`src/common/lnbc_pkg.sv`:
```
// package with shared constants of the dish supply control and fault logic
// Function
// - switch limit scale bit selects 3x or 5x
// - overcurrent: stay clamped for on-time 29/58 ms
// - persisting overcurrent: off 233/466 ms, then retry
// - hiccup timing pair chosen by control bit
// - over-temperature off, back on when cooled
// - registers and logic live during protection
// - protection event pulls fault output low, holds
// - no bus control: enable pin cycle clears fault
// - bus control: status register read clears fault
// - tone gate high superimposes internal tone
// - external 22 kHz clock on gate reproduced
// - double-rate bit with 44 kHz input gives 44 kHz
// - detector pulls output low while tone present
// - detector follows within 1.5 tone periods
// - software leaves detector mode bit at default
// - pin control: enable pin high enables output
// - registers reachable whatever the enable pin
// - bus control bit set: enable from register bit
// - bus control bit resets to zero
// - output voltage good flag in status bit 0
// - bus control select is bit 7 of 0x01
// - register enable bit resets to one
package lnbc_pkg;
	// ----------------------------------------------------------------
	// register map
	// ----------------------------------------------------------------
	localparam logic [7:0] LNBC_ADDR_CONTROL_ONE = 8'h01;
	localparam logic [7:0] LNBC_ADDR_STATUS_CONTROL_TWO = 8'h02;
	// control_one fields
	localparam int LNBC_C1_BUS_CONTROL_SELECT = 7;
	localparam int LNBC_C1_HICCUP_LONG = 6;
	localparam int LNBC_C1_SWITCH_LIMIT_SCALE_SEL = 5;
	localparam int LNBC_C1_DOUBLE_RATE_TONE_SEL = 4;
	localparam logic [7:0] LNBC_C1_RESET = 8'h00;
	localparam logic [7:0] LNBC_C1_WMASK = 8'hF0;
	// status_control_two fields
	localparam int LNBC_S2_OUTPUT_VOLTAGE_OK_FLAG = 0;
	localparam int LNBC_S2_OVERCURRENT = 1;
	localparam int LNBC_S2_THERMAL = 2;
	localparam int LNBC_S2_FAULT = 3;
	localparam int LNBC_S2_TONE_SEEN = 4;
	localparam int LNBC_S2_DETECT_OUT_MODE_RSVD = 6;
	localparam int LNBC_S2_OUTPUT_ENABLE = 7;
	localparam logic [7:0] LNBC_S2_RESET = 8'h80;
	localparam logic [7:0] LNBC_S2_WMASK = 8'hC0;
	// ----------------------------------------------------------------
	// timing
	// ----------------------------------------------------------------
	localparam int LNBC_CLK_HZ = 40_000_000;
	localparam int LNBC_TICK_US = 100; // reference tick for hiccup counters
	localparam int LNBC_TICK_CYC = LNBC_CLK_HZ / 1_000_000 * LNBC_TICK_US;
	localparam int LNBC_ON_SHORT_MS = 29;
	localparam int LNBC_ON_LONG_MS = 58;
	localparam int LNBC_OFF_SHORT_MS = 233;
	localparam int LNBC_OFF_LONG_MS = 466;
	localparam int LNBC_ON_SHORT_TICKS = LNBC_ON_SHORT_MS * 1000 / LNBC_TICK_US;
	localparam int LNBC_ON_LONG_TICKS = LNBC_ON_LONG_MS * 1000 / LNBC_TICK_US;
	localparam int LNBC_OFF_SHORT_TICKS = LNBC_OFF_SHORT_MS * 1000 / LNBC_TICK_US;
	localparam int LNBC_OFF_LONG_TICKS = LNBC_OFF_LONG_MS * 1000 / LNBC_TICK_US;
	localparam int LNBC_TONE_HZ = 22_000;
	localparam int LNBC_TONE_HALF_CYC = LNBC_CLK_HZ / (2 * LNBC_TONE_HZ);
	// tone period in cycles; detector window is 1.5 periods, rounded down
	localparam int LNBC_TONE_PERIOD_CYC = LNBC_CLK_HZ / LNBC_TONE_HZ;
	localparam int LNBC_DET_WINDOW_CYC = LNBC_CLK_HZ * 3 / (2 * LNBC_TONE_HZ);
	typedef enum logic [1:0] {LNBC_RUN, LNBC_CLAMP, LNBC_OFF} lnbc_hic_e;
endpackage : lnbc_pkg

```
`src/common/lnbc_if.sv`:
```
// interface joining the supply device and its host controller
`timescale 1ns/1ps
interface lnbc_if;
	logic enable_pin;
	logic tone_gate_pin;
	logic fault_n_o;
	logic fault_n_oe_n;
	logic detect_n_o;
	logic detect_n_oe_n;
	logic [7:0] addr;
	logic [7:0] wdata;
	logic wr;
	logic rd;
	logic [7:0] rdata;
	modport dev (input enable_pin, input tone_gate_pin, output fault_n_o, output fault_n_oe_n,
		output detect_n_o, output detect_n_oe_n, input addr, input wdata, input wr, input rd, output rdata);
	modport host (output enable_pin, output tone_gate_pin, input fault_n_o, input fault_n_oe_n,
		input detect_n_o, input detect_n_oe_n, output addr, output wdata, output wr, output rd, input rdata);
endinterface : lnbc_if

```
`src/hw/lnbc_device.sv`:
```
// device end: output enable, hiccup and thermal supervision, fault pin, tone gate and detector
`timescale 1ns/1ps
module lnbc_device
	import lnbc_pkg::*;
#(
	parameter int ON_SHORT_TICKS = LNBC_ON_SHORT_TICKS,
	parameter int ON_LONG_TICKS = LNBC_ON_LONG_TICKS,
	parameter int OFF_SHORT_TICKS = LNBC_OFF_SHORT_TICKS,
	parameter int OFF_LONG_TICKS = LNBC_OFF_LONG_TICKS,
	parameter int TICK_CYC = LNBC_TICK_CYC
) (
	input wire logic sys_clk,
	input wire logic arst_n,
	lnbc_if.dev lnk,
	input wire logic overcurrent_in,
	input wire logic temp_high_in,
	input wire logic temp_low_in,
	input wire logic output_voltage_ok_in,
	input wire logic detect_in,
	output logic dish_supply_on,
	output logic tone_drive,
	output logic switch_limit_scale_sel
);
	// the prescaler is 12 bits and the hiccup counter 16 bits wide; larger counts would wrap
	if (ON_SHORT_TICKS < 1 || ON_LONG_TICKS < 1 || OFF_SHORT_TICKS < 1 || OFF_LONG_TICKS < 1 || TICK_CYC < 1 ||
		TICK_CYC > 4096 || ON_SHORT_TICKS > 65535 || ON_LONG_TICKS > 65535 || OFF_SHORT_TICKS > 65535 ||
		OFF_LONG_TICKS > 65535) begin : g_bad_counts
		$error("lnbc_device: hiccup or tick counts out of range");
	end
	// ----------------------------------------------------------------
	// pin synchronisers
	// ----------------------------------------------------------------
	logic [6:0] meta_r;
	logic [6:0] sync_r;
	always_ff @(posedge sys_clk or negedge arst_n) begin
		if (!arst_n) begin
			meta_r <= 7'h00;
			sync_r <= 7'h00;
		end else begin
			meta_r <= {lnk.enable_pin, lnk.tone_gate_pin, overcurrent_in, temp_high_in, temp_low_in, detect_in,
				output_voltage_ok_in};
			sync_r <= meta_r;
		end
	end
	logic en_pin_s, gate_s, oc_s, th_s, tl_s, det_s, vok_s;
	assign {en_pin_s, gate_s, oc_s, th_s, tl_s, det_s, vok_s} = sync_r;
	logic en_pin_d_r;
	always_ff @(posedge sys_clk or negedge arst_n) begin
		if (!arst_n) en_pin_d_r <= 1'b0;
		else en_pin_d_r <= en_pin_s;
	end
	// ----------------------------------------------------------------
	// registers
	// ----------------------------------------------------------------
	logic [7:0] ctl1_r;
	logic [7:0] ctl2_r;
	logic [7:0] rdata_r;
	logic fault_r;
	logic oc_flag_r;
	logic th_flag_r;
	logic tone_seen_r;
	// registers take writes whatever the enable pin or protection state
	always_ff @(posedge sys_clk or negedge arst_n) begin
		if (!arst_n) begin
			ctl1_r <= LNBC_C1_RESET;
			ctl2_r <= LNBC_S2_RESET;
		end else if (lnk.wr) begin
			if (lnk.addr == LNBC_ADDR_CONTROL_ONE) ctl1_r <= lnk.wdata & LNBC_C1_WMASK;
			if (lnk.addr == LNBC_ADDR_STATUS_CONTROL_TWO) ctl2_r <= lnk.wdata & LNBC_S2_WMASK;
		end
	end
	logic bus_ctl, hic_long;
	assign bus_ctl = ctl1_r[LNBC_C1_BUS_CONTROL_SELECT];
	assign hic_long = ctl1_r[LNBC_C1_HICCUP_LONG];
	assign switch_limit_scale_sel = ctl1_r[LNBC_C1_SWITCH_LIMIT_SCALE_SEL];
	// read data: one cycle after the strobe, unmapped reads give zero
	always_ff @(posedge sys_clk or negedge arst_n) begin
		if (!arst_n) rdata_r <= 8'h00;
		else if (lnk.rd) begin
			unique case (lnk.addr)
				LNBC_ADDR_CONTROL_ONE: rdata_r <= ctl1_r;
				LNBC_ADDR_STATUS_CONTROL_TWO: begin
					rdata_r <= ctl2_r;
					rdata_r[LNBC_S2_OUTPUT_VOLTAGE_OK_FLAG] <= vok_s;
					rdata_r[LNBC_S2_OVERCURRENT] <= oc_flag_r;
					rdata_r[LNBC_S2_THERMAL] <= th_flag_r;
					rdata_r[LNBC_S2_FAULT] <= fault_r;
					rdata_r[LNBC_S2_TONE_SEEN] <= tone_seen_r;
				end
				default: rdata_r <= 8'h00;
			endcase
		end else rdata_r <= 8'h00;
	end
	assign lnk.rdata = rdata_r;
	// ----------------------------------------------------------------
	// output enable selection
	// ----------------------------------------------------------------
	logic want_on;
	assign want_on = bus_ctl ? ctl2_r[LNBC_S2_OUTPUT_ENABLE] : en_pin_s;
	// ----------------------------------------------------------------
	// hiccup timing
	// ----------------------------------------------------------------
	logic [11:0] pre_r;
	logic tick;
	assign tick = (pre_r == 12'(TICK_CYC - 1));
	always_ff @(posedge sys_clk or negedge arst_n) begin
		if (!arst_n) pre_r <= 12'h000;
		else pre_r <= tick ? 12'h000 : pre_r + 12'h001;
	end
	lnbc_hic_e hic_r;
	logic [15:0] hcnt_r;
	logic [15:0] on_lim, off_lim;
	assign on_lim = 16'(hic_long ? ON_LONG_TICKS : ON_SHORT_TICKS);
	assign off_lim = 16'(hic_long ? OFF_LONG_TICKS : OFF_SHORT_TICKS);
	logic oc_event;
	assign oc_event = (hic_r == LNBC_RUN) && oc_s && want_on;
	// counters step on the reference tick
	always_ff @(posedge sys_clk or negedge arst_n) begin
		if (!arst_n) begin
			hic_r <= LNBC_RUN;
			hcnt_r <= 16'h0000;
		end else begin
			unique case (hic_r)
				LNBC_RUN: begin
					hcnt_r <= 16'h0000;
					if (oc_event) hic_r <= LNBC_CLAMP;
				end
				LNBC_CLAMP: begin
					if (!oc_s) begin
						hic_r <= LNBC_RUN;
					end else if (tick) begin
						if (hcnt_r + 16'h0001 >= on_lim) begin
							hic_r <= LNBC_OFF;
							hcnt_r <= 16'h0000;
						end else hcnt_r <= hcnt_r + 16'h0001;
					end
				end
				LNBC_OFF: begin
					if (tick) begin
						if (hcnt_r + 16'h0001 >= off_lim) begin
							hic_r <= LNBC_RUN; // automatic restart
							hcnt_r <= 16'h0000;
						end else hcnt_r <= hcnt_r + 16'h0001;
					end
				end
			endcase
		end
	end
	// ----------------------------------------------------------------
	// thermal shutdown with hysteresis
	// ----------------------------------------------------------------
	logic hot_r;
	always_ff @(posedge sys_clk or negedge arst_n) begin
		if (!arst_n) hot_r <= 1'b0;
		else if (th_s) hot_r <= 1'b1;
		else if (!tl_s) hot_r <= 1'b0;
	end
	logic hot_rise;
	logic hot_d_r;
	always_ff @(posedge sys_clk or negedge arst_n) begin
		if (!arst_n) hot_d_r <= 1'b0;
		else hot_d_r <= hot_r;
	end
	assign hot_rise = hot_r && !hot_d_r;
	// registered so the supply switch never sees a glitch while its terms settle
	always_ff @(posedge sys_clk or negedge arst_n) begin
		if (!arst_n) dish_supply_on <= 1'b0;
		else dish_supply_on <= want_on && !hot_r && (hic_r != LNBC_OFF);
	end
	// ----------------------------------------------------------------
	// sticky fault latch; set wins over clear
	// ----------------------------------------------------------------
	logic clr_pin, clr_read;
	assign clr_pin = !bus_ctl && en_pin_s && !en_pin_d_r;
	assign clr_read = lnk.rd && (lnk.addr == LNBC_ADDR_STATUS_CONTROL_TWO);
	logic cyc_low_r;
	// the pin clear needs a full low-then-high cycle seen after the fault
	always_ff @(posedge sys_clk or negedge arst_n) begin
		if (!arst_n) cyc_low_r <= 1'b0;
		else if (oc_event || hot_rise) cyc_low_r <= 1'b0;
		else if (!en_pin_s) cyc_low_r <= 1'b1;
	end
	always_ff @(posedge sys_clk or negedge arst_n) begin
		if (!arst_n) fault_r <= 1'b0;
		else if (oc_event || hot_rise) fault_r <= 1'b1;
		else if ((clr_pin && cyc_low_r) || clr_read) fault_r <= 1'b0;
	end
	always_ff @(posedge sys_clk or negedge arst_n) begin
		if (!arst_n) begin
			oc_flag_r <= 1'b0;
			th_flag_r <= 1'b0;
		end else begin
			oc_flag_r <= oc_event ? 1'b1 : (clr_read ? 1'b0 : oc_flag_r);
			th_flag_r <= hot_rise ? 1'b1 : (clr_read ? 1'b0 : th_flag_r);
		end
	end
	assign lnk.fault_n_o = 1'b0;
	assign lnk.fault_n_oe_n = !fault_r;
	// ----------------------------------------------------------------
	// tone generation
	// ----------------------------------------------------------------
	logic [9:0] tdiv_r;
	logic tone_int_r;
	// internal 22 kHz square wave, gated by the tone pin level
	always_ff @(posedge sys_clk or negedge arst_n) begin
		if (!arst_n) begin
			tdiv_r <= 10'h000;
			tone_int_r <= 1'b0;
		end else if (tdiv_r == 10'(LNBC_TONE_HALF_CYC - 1)) begin
			tdiv_r <= 10'h000;
			tone_int_r <= !tone_int_r;
		end else tdiv_r <= tdiv_r + 10'h001;
	end
	// a toggling gate pin is an external carrier: track edges to tell it from an envelope
	logic gate_d_r;
	logic [10:0] since_r;
	always_ff @(posedge sys_clk or negedge arst_n) begin
		if (!arst_n) begin
			gate_d_r <= 1'b0;
			since_r <= 11'h7FF;
		end else begin
			gate_d_r <= gate_s;
			if (gate_s != gate_d_r) since_r <= 11'h000;
			else if (since_r != 11'h7FF) since_r <= since_r + 11'h001;
		end
	end
	logic ext_clk;
	assign ext_clk = (since_r < 11'(LNBC_TONE_PERIOD_CYC));
	// external 22/44 kHz reproduced as is; double rate allowed only when selected
	always_ff @(posedge sys_clk or negedge arst_n) begin
		if (!arst_n) tone_drive <= 1'b0;
		else if (ext_clk && (ctl1_r[LNBC_C1_DOUBLE_RATE_TONE_SEL] || since_r > 11'(LNBC_TONE_HALF_CYC / 2)))
			tone_drive <= gate_s && dish_supply_on;
		else if (ext_clk) tone_drive <= tone_drive;
		else tone_drive <= gate_s && tone_int_r && dish_supply_on;
	end
	// ----------------------------------------------------------------
	// tone detector: any edge within 1.5 periods means tone present
	// ----------------------------------------------------------------
	logic det_d_r;
	logic [11:0] dcnt_r;
	always_ff @(posedge sys_clk or negedge arst_n) begin
		if (!arst_n) begin
			det_d_r <= 1'b0;
			dcnt_r <= 12'h000;
			tone_seen_r <= 1'b0;
		end else begin
			det_d_r <= det_s;
			if (det_s != det_d_r) begin
				dcnt_r <= 12'(LNBC_DET_WINDOW_CYC);
				tone_seen_r <= 1'b1;
			end else if (dcnt_r != 12'h000) dcnt_r <= dcnt_r - 12'h001;
			else tone_seen_r <= 1'b0;
		end
	end
	assign lnk.detect_n_o = 1'b0;
	assign lnk.detect_n_oe_n = !tone_seen_r;
endmodule : lnbc_device

```
`src/flat_wrapper.sv`:
```
// flat-port wrapper written by rule: the top's interface ports become plain ports
module lnbc_device_flat import lnbc_pkg::*;
#(
	parameter int ON_SHORT_TICKS = LNBC_ON_SHORT_TICKS,
	parameter int ON_LONG_TICKS = LNBC_ON_LONG_TICKS,
	parameter int OFF_SHORT_TICKS = LNBC_OFF_SHORT_TICKS,
	parameter int OFF_LONG_TICKS = LNBC_OFF_LONG_TICKS,
	parameter int TICK_CYC = LNBC_TICK_CYC
)
  (sys_clk, arst_n, overcurrent_in, temp_high_in, temp_low_in, output_voltage_ok_in, detect_in, dish_supply_on, tone_drive, switch_limit_scale_sel, lnk_enable_pin, lnk_tone_gate_pin, lnk_fault_n_o, lnk_fault_n_oe_n, lnk_detect_n_o, lnk_detect_n_oe_n, lnk_addr, lnk_wdata, lnk_wr, lnk_rd, lnk_rdata);
  lnbc_if lnk_i ();
  input wire logic sys_clk;
  input wire logic arst_n;
  input wire logic overcurrent_in;
  input wire logic temp_high_in;
  input wire logic temp_low_in;
  input wire logic output_voltage_ok_in;
  input wire logic detect_in;
  output logic dish_supply_on;
  output logic tone_drive;
  output logic switch_limit_scale_sel;
  input wire logic [$bits(lnk_i.enable_pin)-1:0] lnk_enable_pin;
  input wire logic [$bits(lnk_i.tone_gate_pin)-1:0] lnk_tone_gate_pin;
  output wire logic [$bits(lnk_i.fault_n_o)-1:0] lnk_fault_n_o;
  output wire logic [$bits(lnk_i.fault_n_oe_n)-1:0] lnk_fault_n_oe_n;
  output wire logic [$bits(lnk_i.detect_n_o)-1:0] lnk_detect_n_o;
  output wire logic [$bits(lnk_i.detect_n_oe_n)-1:0] lnk_detect_n_oe_n;
  input wire logic [$bits(lnk_i.addr)-1:0] lnk_addr;
  input wire logic [$bits(lnk_i.wdata)-1:0] lnk_wdata;
  input wire logic [$bits(lnk_i.wr)-1:0] lnk_wr;
  input wire logic [$bits(lnk_i.rd)-1:0] lnk_rd;
  output wire logic [$bits(lnk_i.rdata)-1:0] lnk_rdata;
  assign lnk_i.enable_pin = lnk_enable_pin;
  assign lnk_i.tone_gate_pin = lnk_tone_gate_pin;
  assign lnk_fault_n_o = lnk_i.fault_n_o;
  assign lnk_fault_n_oe_n = lnk_i.fault_n_oe_n;
  assign lnk_detect_n_o = lnk_i.detect_n_o;
  assign lnk_detect_n_oe_n = lnk_i.detect_n_oe_n;
  assign lnk_i.addr = lnk_addr;
  assign lnk_i.wdata = lnk_wdata;
  assign lnk_i.wr = lnk_wr;
  assign lnk_i.rd = lnk_rd;
  assign lnk_rdata = lnk_i.rdata;
  lnbc_device #(.ON_SHORT_TICKS(ON_SHORT_TICKS), .ON_LONG_TICKS(ON_LONG_TICKS), .OFF_SHORT_TICKS(OFF_SHORT_TICKS), .OFF_LONG_TICKS(OFF_LONG_TICKS), .TICK_CYC(TICK_CYC)) u_core (.sys_clk(sys_clk), .arst_n(arst_n), .lnk(lnk_i), .overcurrent_in(overcurrent_in), .temp_high_in(temp_high_in), .temp_low_in(temp_low_in), .output_voltage_ok_in(output_voltage_ok_in), .detect_in(detect_in), .dish_supply_on(dish_supply_on), .tone_drive(tone_drive), .switch_limit_scale_sel(switch_limit_scale_sel));
endmodule
```
`config.mk`:
```
export PLATFORM = sky130hd
export DESIGN_NAME = lnbc_device_flat
export DESIGN_NICKNAME = d
export VERILOG_FILES = /design/src/common/lnbc_pkg.sv /design/src/common/lnbc_if.sv /design/src/hw/lnbc_device.sv /design/src/flat_wrapper.sv
export SDC_FILE = /design/constraint.sdc
export NUM_CORES = 1
export LEC_CHECK = 0
export BUFFER_PORTS_ARGS = -buffer_cell sky130_fd_sc_hd__buf_4
export CAP_MARGIN = 20
export CORE_UTILIZATION = 54
export DETAILED_ROUTE_END_ITERATION = 7
export PLACE_DENSITY = 0.76
export SYNTH_ARGS = -nofsm -noshare
export SYNTH_HDL_FRONTEND = slang
export SYNTH_SLANG_ARGS = --single-unit
```
`constraint.sdc`:
```
create_clock -name sys_clk -period 3.22 [get_ports sys_clk]
set_input_delay 0 -clock sys_clk [delete_from_list [all_inputs] [get_ports sys_clk]]
set_output_delay 0 -clock sys_clk [all_outputs]
set_load 0.01 [all_outputs]
```
==> results_dict.tcl, run 1 <==
set metrics [dict create \
    cts_buffer_depth 2 \
    rows 35 \
    cts.clk_slew.worst_paths_ns 0.10 \
    powerDensity_nw_per_um2 456.9 \
    critPathRequiredTime_ns 3.52 \
    grt_max_degree 40 \
    status "completed" \
    die_h_um 101.3 \
    worst_skew_pair.late_latency_ns 0.37 \
    yosysUniqueCellTypes 67 \
    power_mw 2.895 \
    antenna_found_initial 0 \
    synth_top_area_share_pct 43.27 \
    yosys.area.top_type "dfrtp_1" \
    cts.sinks 104 \
    setup_viol 0 \
    nFillCells 729 \
    synthTopCellsByArea "dfrtp_1, dfstp_2, ha_1" \
    synth_most_common_cell "dfrtp_1" \
    grt_pass1_wl_um 17790 \
    cpMostUsedCell "buf_4" \
    initial_utilization_pct 56.77 \
    synth_top_flop_cell "dfrtp_1" \
    cts.htree.levels 3 \
    hp-class "primary input to asynchronous set/reset pin" \
    drc 0 \
    cts-buffers-inserted 9 \
    path_class "flop to flop" \
    slowest_stage "dfrtp_1" \
    hold_violations 0 \
    fin_tns_setup_ns 0 \
    ys_seq_elements 104 \
    route.antenna.remaining_nets 0 \
    grt_pass1_vias 3875 \
    area_delta_synth_final_pct 19.10 \
    overflow 0 \
    postSynthCellCount 512 \
    period_share_pct 95.92 \
    drv_slew 0 \
    cts_root_buffer "clkbuf_8" \
    tightest_slew_ns 0.7764 \
    synth_edf_count 0 \
    cp-start-kind "flop" \
    syn_area_per_cell_um2 10.39 \
    pre_cts_slack_ns -0.02711 \
    via_per_inst 5.541 \
    drt-wirelength-per-cell_um 14.88 \
    max_freq_mhz 323.8 \
    maxCapViolCount 0 \
    setup_ws_ns 0.1315 \
    routabilityCongestion 0.8820 \
    dr.pass1.iters 4 \
    post-route-min-period_ns 3.088 \
    worst_clock_skew_ns 0.01190 \
    arrival_ns 3.39 \
    ios 42 \
    drtIter0Drc 185 \
    critPathMaxStageDelay_ns 0.41 \
    leakage_nw 2.778 \
    relSlewSlack_pct 48.06 \
    dp_hpwl_um 7575 \
    worstPathCellList "nand3_1 > nor2_2 > and3_2 > xor2_2 > ha_1 > a21o_1 > nor3_1 > nand4_1 > a21boi_0 > buf_4 > nor4b_4 > o21ai_4 > buf_4 > a21oi_2" \
    track_usage_pct 22.14 \
    dieArea_um2 10250 \
    fp.dieW_um 101.3 \
    ys.warnings.count 0 \
    vdd_drop_max_mv 0.2972 \
    core_area_um2 9371 \
    port_buffers 35 \
    drive_above_1_share_pct 24.37 \
    ys_seq_area_share_pct 49.20 \
    totalWireLength_um 10770 \
    diodes 0 \
    async_reset_ff_share_pct 100.0 \
    end_kind "flop" \
    synth_area_um2 5320 \
    critPathMaxFanout 8 \
    yosys-top-cells-count "dfrtp_1, nand2_1, nor2_1" \
    cts_tree "done" \
    fin_nets 637 \
    vias 4012 \
]
-- routing by layer --
metal | track usage (%) | share of wire, %
met4 | 6.243 | 1.3
met3 | 4.900 | 3.8
met2 | 38.51 | 50
met1 | 27.84 | 45
met5 | 0 | 0
-- power by group --
group          switching [mW]  internal (mW)
Combinational           0.339          0.254
Clock                   0.451          0.445
Sequential             0.0419           1.36
-- registers in the layout (all words and copies together), names as in the netlist --
register and cells:
u_core.hot_d_r 1, u_core.fault_r 1, u_core.tone_drive 1, u_core.since_r 11
u_core.tdiv_r 10, u_core.hot_r 1, u_core.dcnt_r 12, u_core.lnk.rdata 8
u_core.oc_flag_r 1, u_core.dish_supply_on 1, u_core.meta_r 7, u_core.cyc_low_r 1
u_core.ctl2_r 2, u_core.th_flag_r 1, u_core.en_pin_d_r 1, u_core.gate_d_r 1
u_core.pre_r 12, u_core.sync_r 7, u_core.ctl1_r 4, u_core.tone_int_r 1
u_core.tone_seen_r 1, u_core.hic_r 2, u_core.det_d_r 1, u_core.hcnt_r 16
-- cell type report --
type                            instances  area [um^2]  share of cell area (%)
Multi-Input combinational cell        370         2579                   40.70
Sequential cell                       104         2618                   41.31
Inverter                               23        86.33                   1.363
Clock buffer                            9        123.9                   1.955
Clock inverter                          7        103.9                   1.639
Timing Repair Buffer                   82        664.4                   10.49
Tap cell                              129        161.4                   2.547
-- worst max-delay path, delay by kind of cell, from the launching register on --
family                     cells  cell delay [ns]
adders and majority gates      1             0.29
DFF                            1             0.41
buffers and inverters          2             0.37
xor gates and xnor gates       1             0.22
and+or+nand+nor                6             1.09
AOI/OAI and AO/OA              4             0.62
-- path summary, 6_finish.rpt --
kind	end	slack, ns	cells past startpoint	startpoint
max	u_core.hcnt_r[6]	0.13	14	u_core.hcnt_r[0]
min	u_core.dcnt_r[6]	0.07	2	arst_n
max reg2reg	u_core.hcnt_r[6]	0.13	14	u_core.hcnt_r[0]
min reg2reg	u_core.sync_r[0]	0.35	0	u_core.meta_r[0]
max in group asynchronous	u_core.since_r[5]	2.31	3	arst_n
min in group sys_clk	u_core.th_flag_r	0.07	4	lnk_addr[0]
-- cell usage in the layout (no fill, tap or decap), drive strengths merged, types with 3 or more instances in the layout --
master,netlist,layout
nor2,47,47
nand2,50,50
clkbuf,8,9
xor2,28,28
nor4,8,8
nand4b,3,3
nand3b,3,3
nand4,9,9
mux2,10,10
xnor2,16,16
a21oi,14,14
mux2i,3,3
nand3,28,28
a22o,3,3
inv,23,24
and2,11,11
nor2b,5,5
and4,5,5
ha,20,20
dfrtp,92,92
nand2b,6,6
and3,4,4
or4,7,7
or3,4,4
buf,8,69
dfstp,12,12
o31ai,3,3
nor3,17,17
dlygate4sd3,0,13
a211o,3,3
o21ai,27,27
a21o,4,4
-- repair_timing --
action / in CTS / in global routing
pin swaps: 1 / 2
hold buffers: 13 / 0
hold endpoints to repair: 40 / 0
setup endpoints to repair: 8 / 15
resized for setup: 2 / 11
setup buffers: 1 / 2
-- through the flow --
stage	cells	hold slack [ns]	util, %	area [um^2]
global route	724	0.06848	67.61	6336
floorplan	513	-0.2956	-	5324
CTS	722	0.05938	66.80	6260
detailed placement	692	-0.06543	62.76	5882
global placement	692	-0.06183	62.76	5882
finish	724	0.06741	67.61	6336
-- cells by family after synthesis --
logic type      synth area share (%)
compound gates                 10.91
xor+xnor                       7.244
fa+ha+maj                      4.704
buf+inv                        3.481
flops                          49.20
mux                            2.681
other cells                  0.07049
simple gates                   21.71
(Power assumes the default switching activity.)
==> run 2, diff against run 1 <==
--- a/config.mk
+++ b/config.mk
@@ -5,9 +5,11 @@
 export SDC_FILE = /design/constraint.sdc
 export NUM_CORES = 1
 export LEC_CHECK = 0
+export ABC_AREA = 1
 export BUFFER_PORTS_ARGS = -buffer_cell sky130_fd_sc_hd__buf_4
 export CAP_MARGIN = 20
 export CORE_UTILIZATION = 54
+export CTS_CLUSTER_SIZE = 20
 export DETAILED_ROUTE_END_ITERATION = 7
 export PLACE_DENSITY = 0.76
 export SYNTH_ARGS = -nofsm -noshare
==> run 2 against run 1 <==
- register-to-register slack improved by 0.30 ns
- combinational power grew 9.8%
- clock skew is 0.0040 ns lower
- sequential power about the same
- first-iteration DRC count rose by 23%
- critical path type unchanged
- fmax grew 11%
- worst hold slack got worse by 0.0016 ns
- clock power grew 3.5%
==> results_dict.tcl, run 2 <==
set metrics [dict create \
    status "completed" \
    cpMostUsedCell "nand2_1" \
    antenna_found_initial 0 \
    drv_slew 0 \
    vias 4414 \
    grt.met3_usage_pct 4.104 \
    arrival_ns 3.06 \
    pre_cts_slack_ns 0.3224 \
    use_met2_pct 39.34 \
    drtIter0Drc 228 \
    track_usage_pct 22.77 \
    cts.clk_slew.worst_paths_ns 0.10 \
    regArea_um2 2619 \
    end_kind "flop" \
    rrSetupSlack_ns 0.43 \
    rows 36 \
    grt_max_degree 105 \
    regMostFlops "u_core.hcnt_r" \
    overflow 0 \
    critPathMaxStageDelay_ns 0.44 \
    vdd_drop_max_mv 0.4938 \
    ff2ff_path_depth 19 \
    slowest_stage "dfrtp_2" \
    period_share_pct 86.61 \
    ys_seq_elements 104 \
    worstPathCellList "ha_1 > nand2_2 > nor2_2 > nand2_1 > xor2_1 > inv_1 > ha_1 > nand2_1 > nor2_1 > nand4_1 > nor2_1 > nand3b_1 > nor2_1 > nand2_1 > nand3_2 > o21ai_4 > buf_12 > nand2_1 > nand2_1" \
    fin_area_um2 6223 \
    routabilityCongestion 0.9041 \
    tightest_slew_ns 0.7072 \
    syn_area_per_cell_um2 8.070 \
    synthTopCellsByArea "dfrtp_1, nand2_1, inv_1" \
    maxCapViolCount 0 \
    ys_seq_area_share_pct 48.48 \
    synth_top_flop_cell "dfrtp_1" \
    cp-start-kind "flop" \
    leakage_nw 3.075 \
    async_reset_ff_share_pct 100.0 \
    max_freq_mhz 358.6 \
    place_area_um2 5812 \
    critPathMaxFanout 13 \
    setup_viol 0 \
    port_buffers 35 \
    path_buf_inv 2 \
    fp.dieW_um 102.0 \
    synth_area_um2 5399 \
    yosys.area.top_type "dfrtp_1" \
    initial_utilization_pct 55.49 \
    grt_pass1_vias 4330 \
    rr_startpoint "u_core.hcnt_r[0]" \
    final_common_cell "nand2_1" \
    hold_path_end "u_core.lnk.rdata[5]" \
    route.antenna.remaining_nets 0 \
    hold_depth 6 \
    hp-start "lnk_addr[2]" \
    critPathRequiredTime_ns 3.49 \
    use_met1_pct 28.81 \
    drive_above_1_share_pct 15.80 \
    totalWireLength_um 10600 \
    drc 0 \
    setup_ws_ns 0.4310 \
    layout_common_cells "nand2_1, inv_1, dfrtp_1, nor2_1, buf_4" \
    nFillCells 833 \
    post-route-min-period_ns 2.789 \
    largest_reg_flops 16 \
    hold_violations 0 \
    fin_tns_setup_ns 0 \
    synth_edf_count 0 \
    yosys-top-cells-count "nand2_1, inv_1, dfrtp_1" \
    cts.sinks 104 \
    drt-wirelength-per-cell_um 12.22 \
    via_per_inst 5.091 \
    multiInputGateArea_um2 2325 \
    cts-buffers-inserted 9 \
    area_delta_synth_final_pct 15.27 \
    hp-class "primary input to flop" \
    core_area_um2 9729 \
    grt_pass1_wl_um 18670 \
    cpLargestDelayFamily "simple AND/OR/NAND/NOR gates" \
    path_class "flop to flop" \
    dieArea_um2 10400 \
    dp_hpwl_um 7552 \
    fin_nets 776 \
    dr.pass1.iters 4 \
    cts.htree.levels 3 \
    postSynthCellCount 669 \
    synth_top_area_share_pct 42.64 \
    powerDensity_nw_per_um2 484.3 \
    yosysUniqueCellTypes 43 \
    cts_tree "done" \
    synth_most_common_cell "nand2_1" \
    grt_setup_unrepaired "no" \
    ys.warnings.count 0 \
    worst_clock_skew_ns 0.007933 \
    ios 42 \
    cts_buffer_depth 2 \
    r2r-end "u_core.hcnt_r[2]" \
    cts_root_buffer "clkbuf_8" \
    die_h_um 102.0 \
    worst_skew_pair.late_latency_ns 0.37 \
    busiest_layer "met2" \
    largestRegisters "u_core.hcnt_r x16, u_core.dcnt_r x12, u_core.pre_r x12" \
    diodes 0 \
    relSlewSlack_pct 52.51 \
]
run 2: cell types whose count changed after synthesis, moves of 8 or more:
cell,delta
mux2_2,-10
nand2_1,+99
o21ai_0,+9
inv_1,+81
xor2_1,-20
nor2_1,+37
and2_1,-11
a21oi_1,+18
nand2_2,+27
xnor2_1,-13
clkbuf_1,-8
run 2: layout make-up:
| cell class | instances | area share, % |
|---|---|---|
| Timing Repair Buffer | 53 | 7.439 |
| Multi-Input combinational cell | 449 | 37.35 |
| Tap cell | 133 | 2.674 |
| Clock buffer | 9 | 1.990 |
| Clock inverter | 7 | 1.709 |
| Inverter | 112 | 6.755 |
| Sequential cell | 104 | 42.08 |
run 2: how the worst max path moves through the flow:
stage | depth (start not counted) | slack, ns | to | startpoint
floorplan | 19 | 0.79 | u_core.hcnt_r[4] | u_core.hcnt_r[0]
global placement | 18 | 0.42 | u_core.hcnt_r[1] | u_core.hcnt_r[0]
detailed placement | 18 | 0.32 | u_core.hcnt_r[1] | u_core.hcnt_r[0]
CTS | 18 | 0.31 | u_core.hcnt_r[1] | u_core.hcnt_r[0]
global route | 20 | 0.07 | u_core.hic_r[0] | u_core.hcnt_r[0]
finish | 19 | 0.43 | u_core.hcnt_r[2] | u_core.hcnt_r[0]
run 2: power breakdown:
group / internal (mW) / leakage, nW / switching [mW]
Sequential: 1.38 / 1.27 / 0.0537
Clock: 0.453 / 0.117 / 0.475
Combinational: 0.233 / 1.69 / 0.417
Total: 2.07 / 3.08 / 0.946
run 2: metal layers:
layer  vias up  routed length (um)  part of all wire [%]
met3        12                 312                   2.9
li1       2228                   -                     -
met1      2093                4886                    46
met2        81                5227                    49
met5         -                   0                     0
met4         0                 170                   1.6
run 2: cell families (layout without fill, tap and decap cells):
kind of cell | count (synthesis) | after routing | synth area share, %
other | 1 | 2 | 0.06946
xor gates and xnor gates | 11 | 11 | 1.785
buffers and inverters | 117 | 181 | 8.528
and+or+nand+nor | 341 | 341 | 28.25
AOI/OAI and AO/OA | 75 | 75 | 8.251
adders and majority gates | 20 | 20 | 4.635
DFF | 104 | 104 | 48.48
run 2: worst reg2reg max path: stages (launching register included):
cell and delay, ns:
dfrtp_2 0.44, ha_1 0.23, nand2_2 0.10, nor2_2 0.20, nand2_1 0.09, xor2_1 0.18
inv_1 0.07, ha_1 0.27, nand2_1 0.08, nor2_1 0.12, nand4_1 0.08, nor2_1 0.11
nand3b_1 0.11, nor2_1 0.10, nand2_1 0.06, nand3_2 0.10, o21ai_4 0.07, buf_12 0.15
nand2_1 0.07, nand2_1 0.04
run 2: what timing repair did:
action | CTS | global route
resized for setup | 0 | 1
hold buffers | 16 | 0
setup endpoints to repair | 0 | 8
buffers inserted | 0 | 1
hold endpoints to repair | 108 | 0
run 2: stage by stage:
| step | cells | util [%] | power (mW) | hold WS (ns) |
|---|---|---|---|---|
| after global routing | 867 | 63.97 | 3.193 | 0.1056 |
| after global placement | 834 | 59.74 | 2.037 | 0.1081 |
| after floorplan | 670 | - | 1.920 | -0.2956 |
| after detailed placement | 834 | 59.74 | 2.058 | 0.1104 |
| final | 867 | 63.97 | 3.014 | 0.06583 |
| after CTS | 866 | 63.75 | 3.003 | 0.04213 |
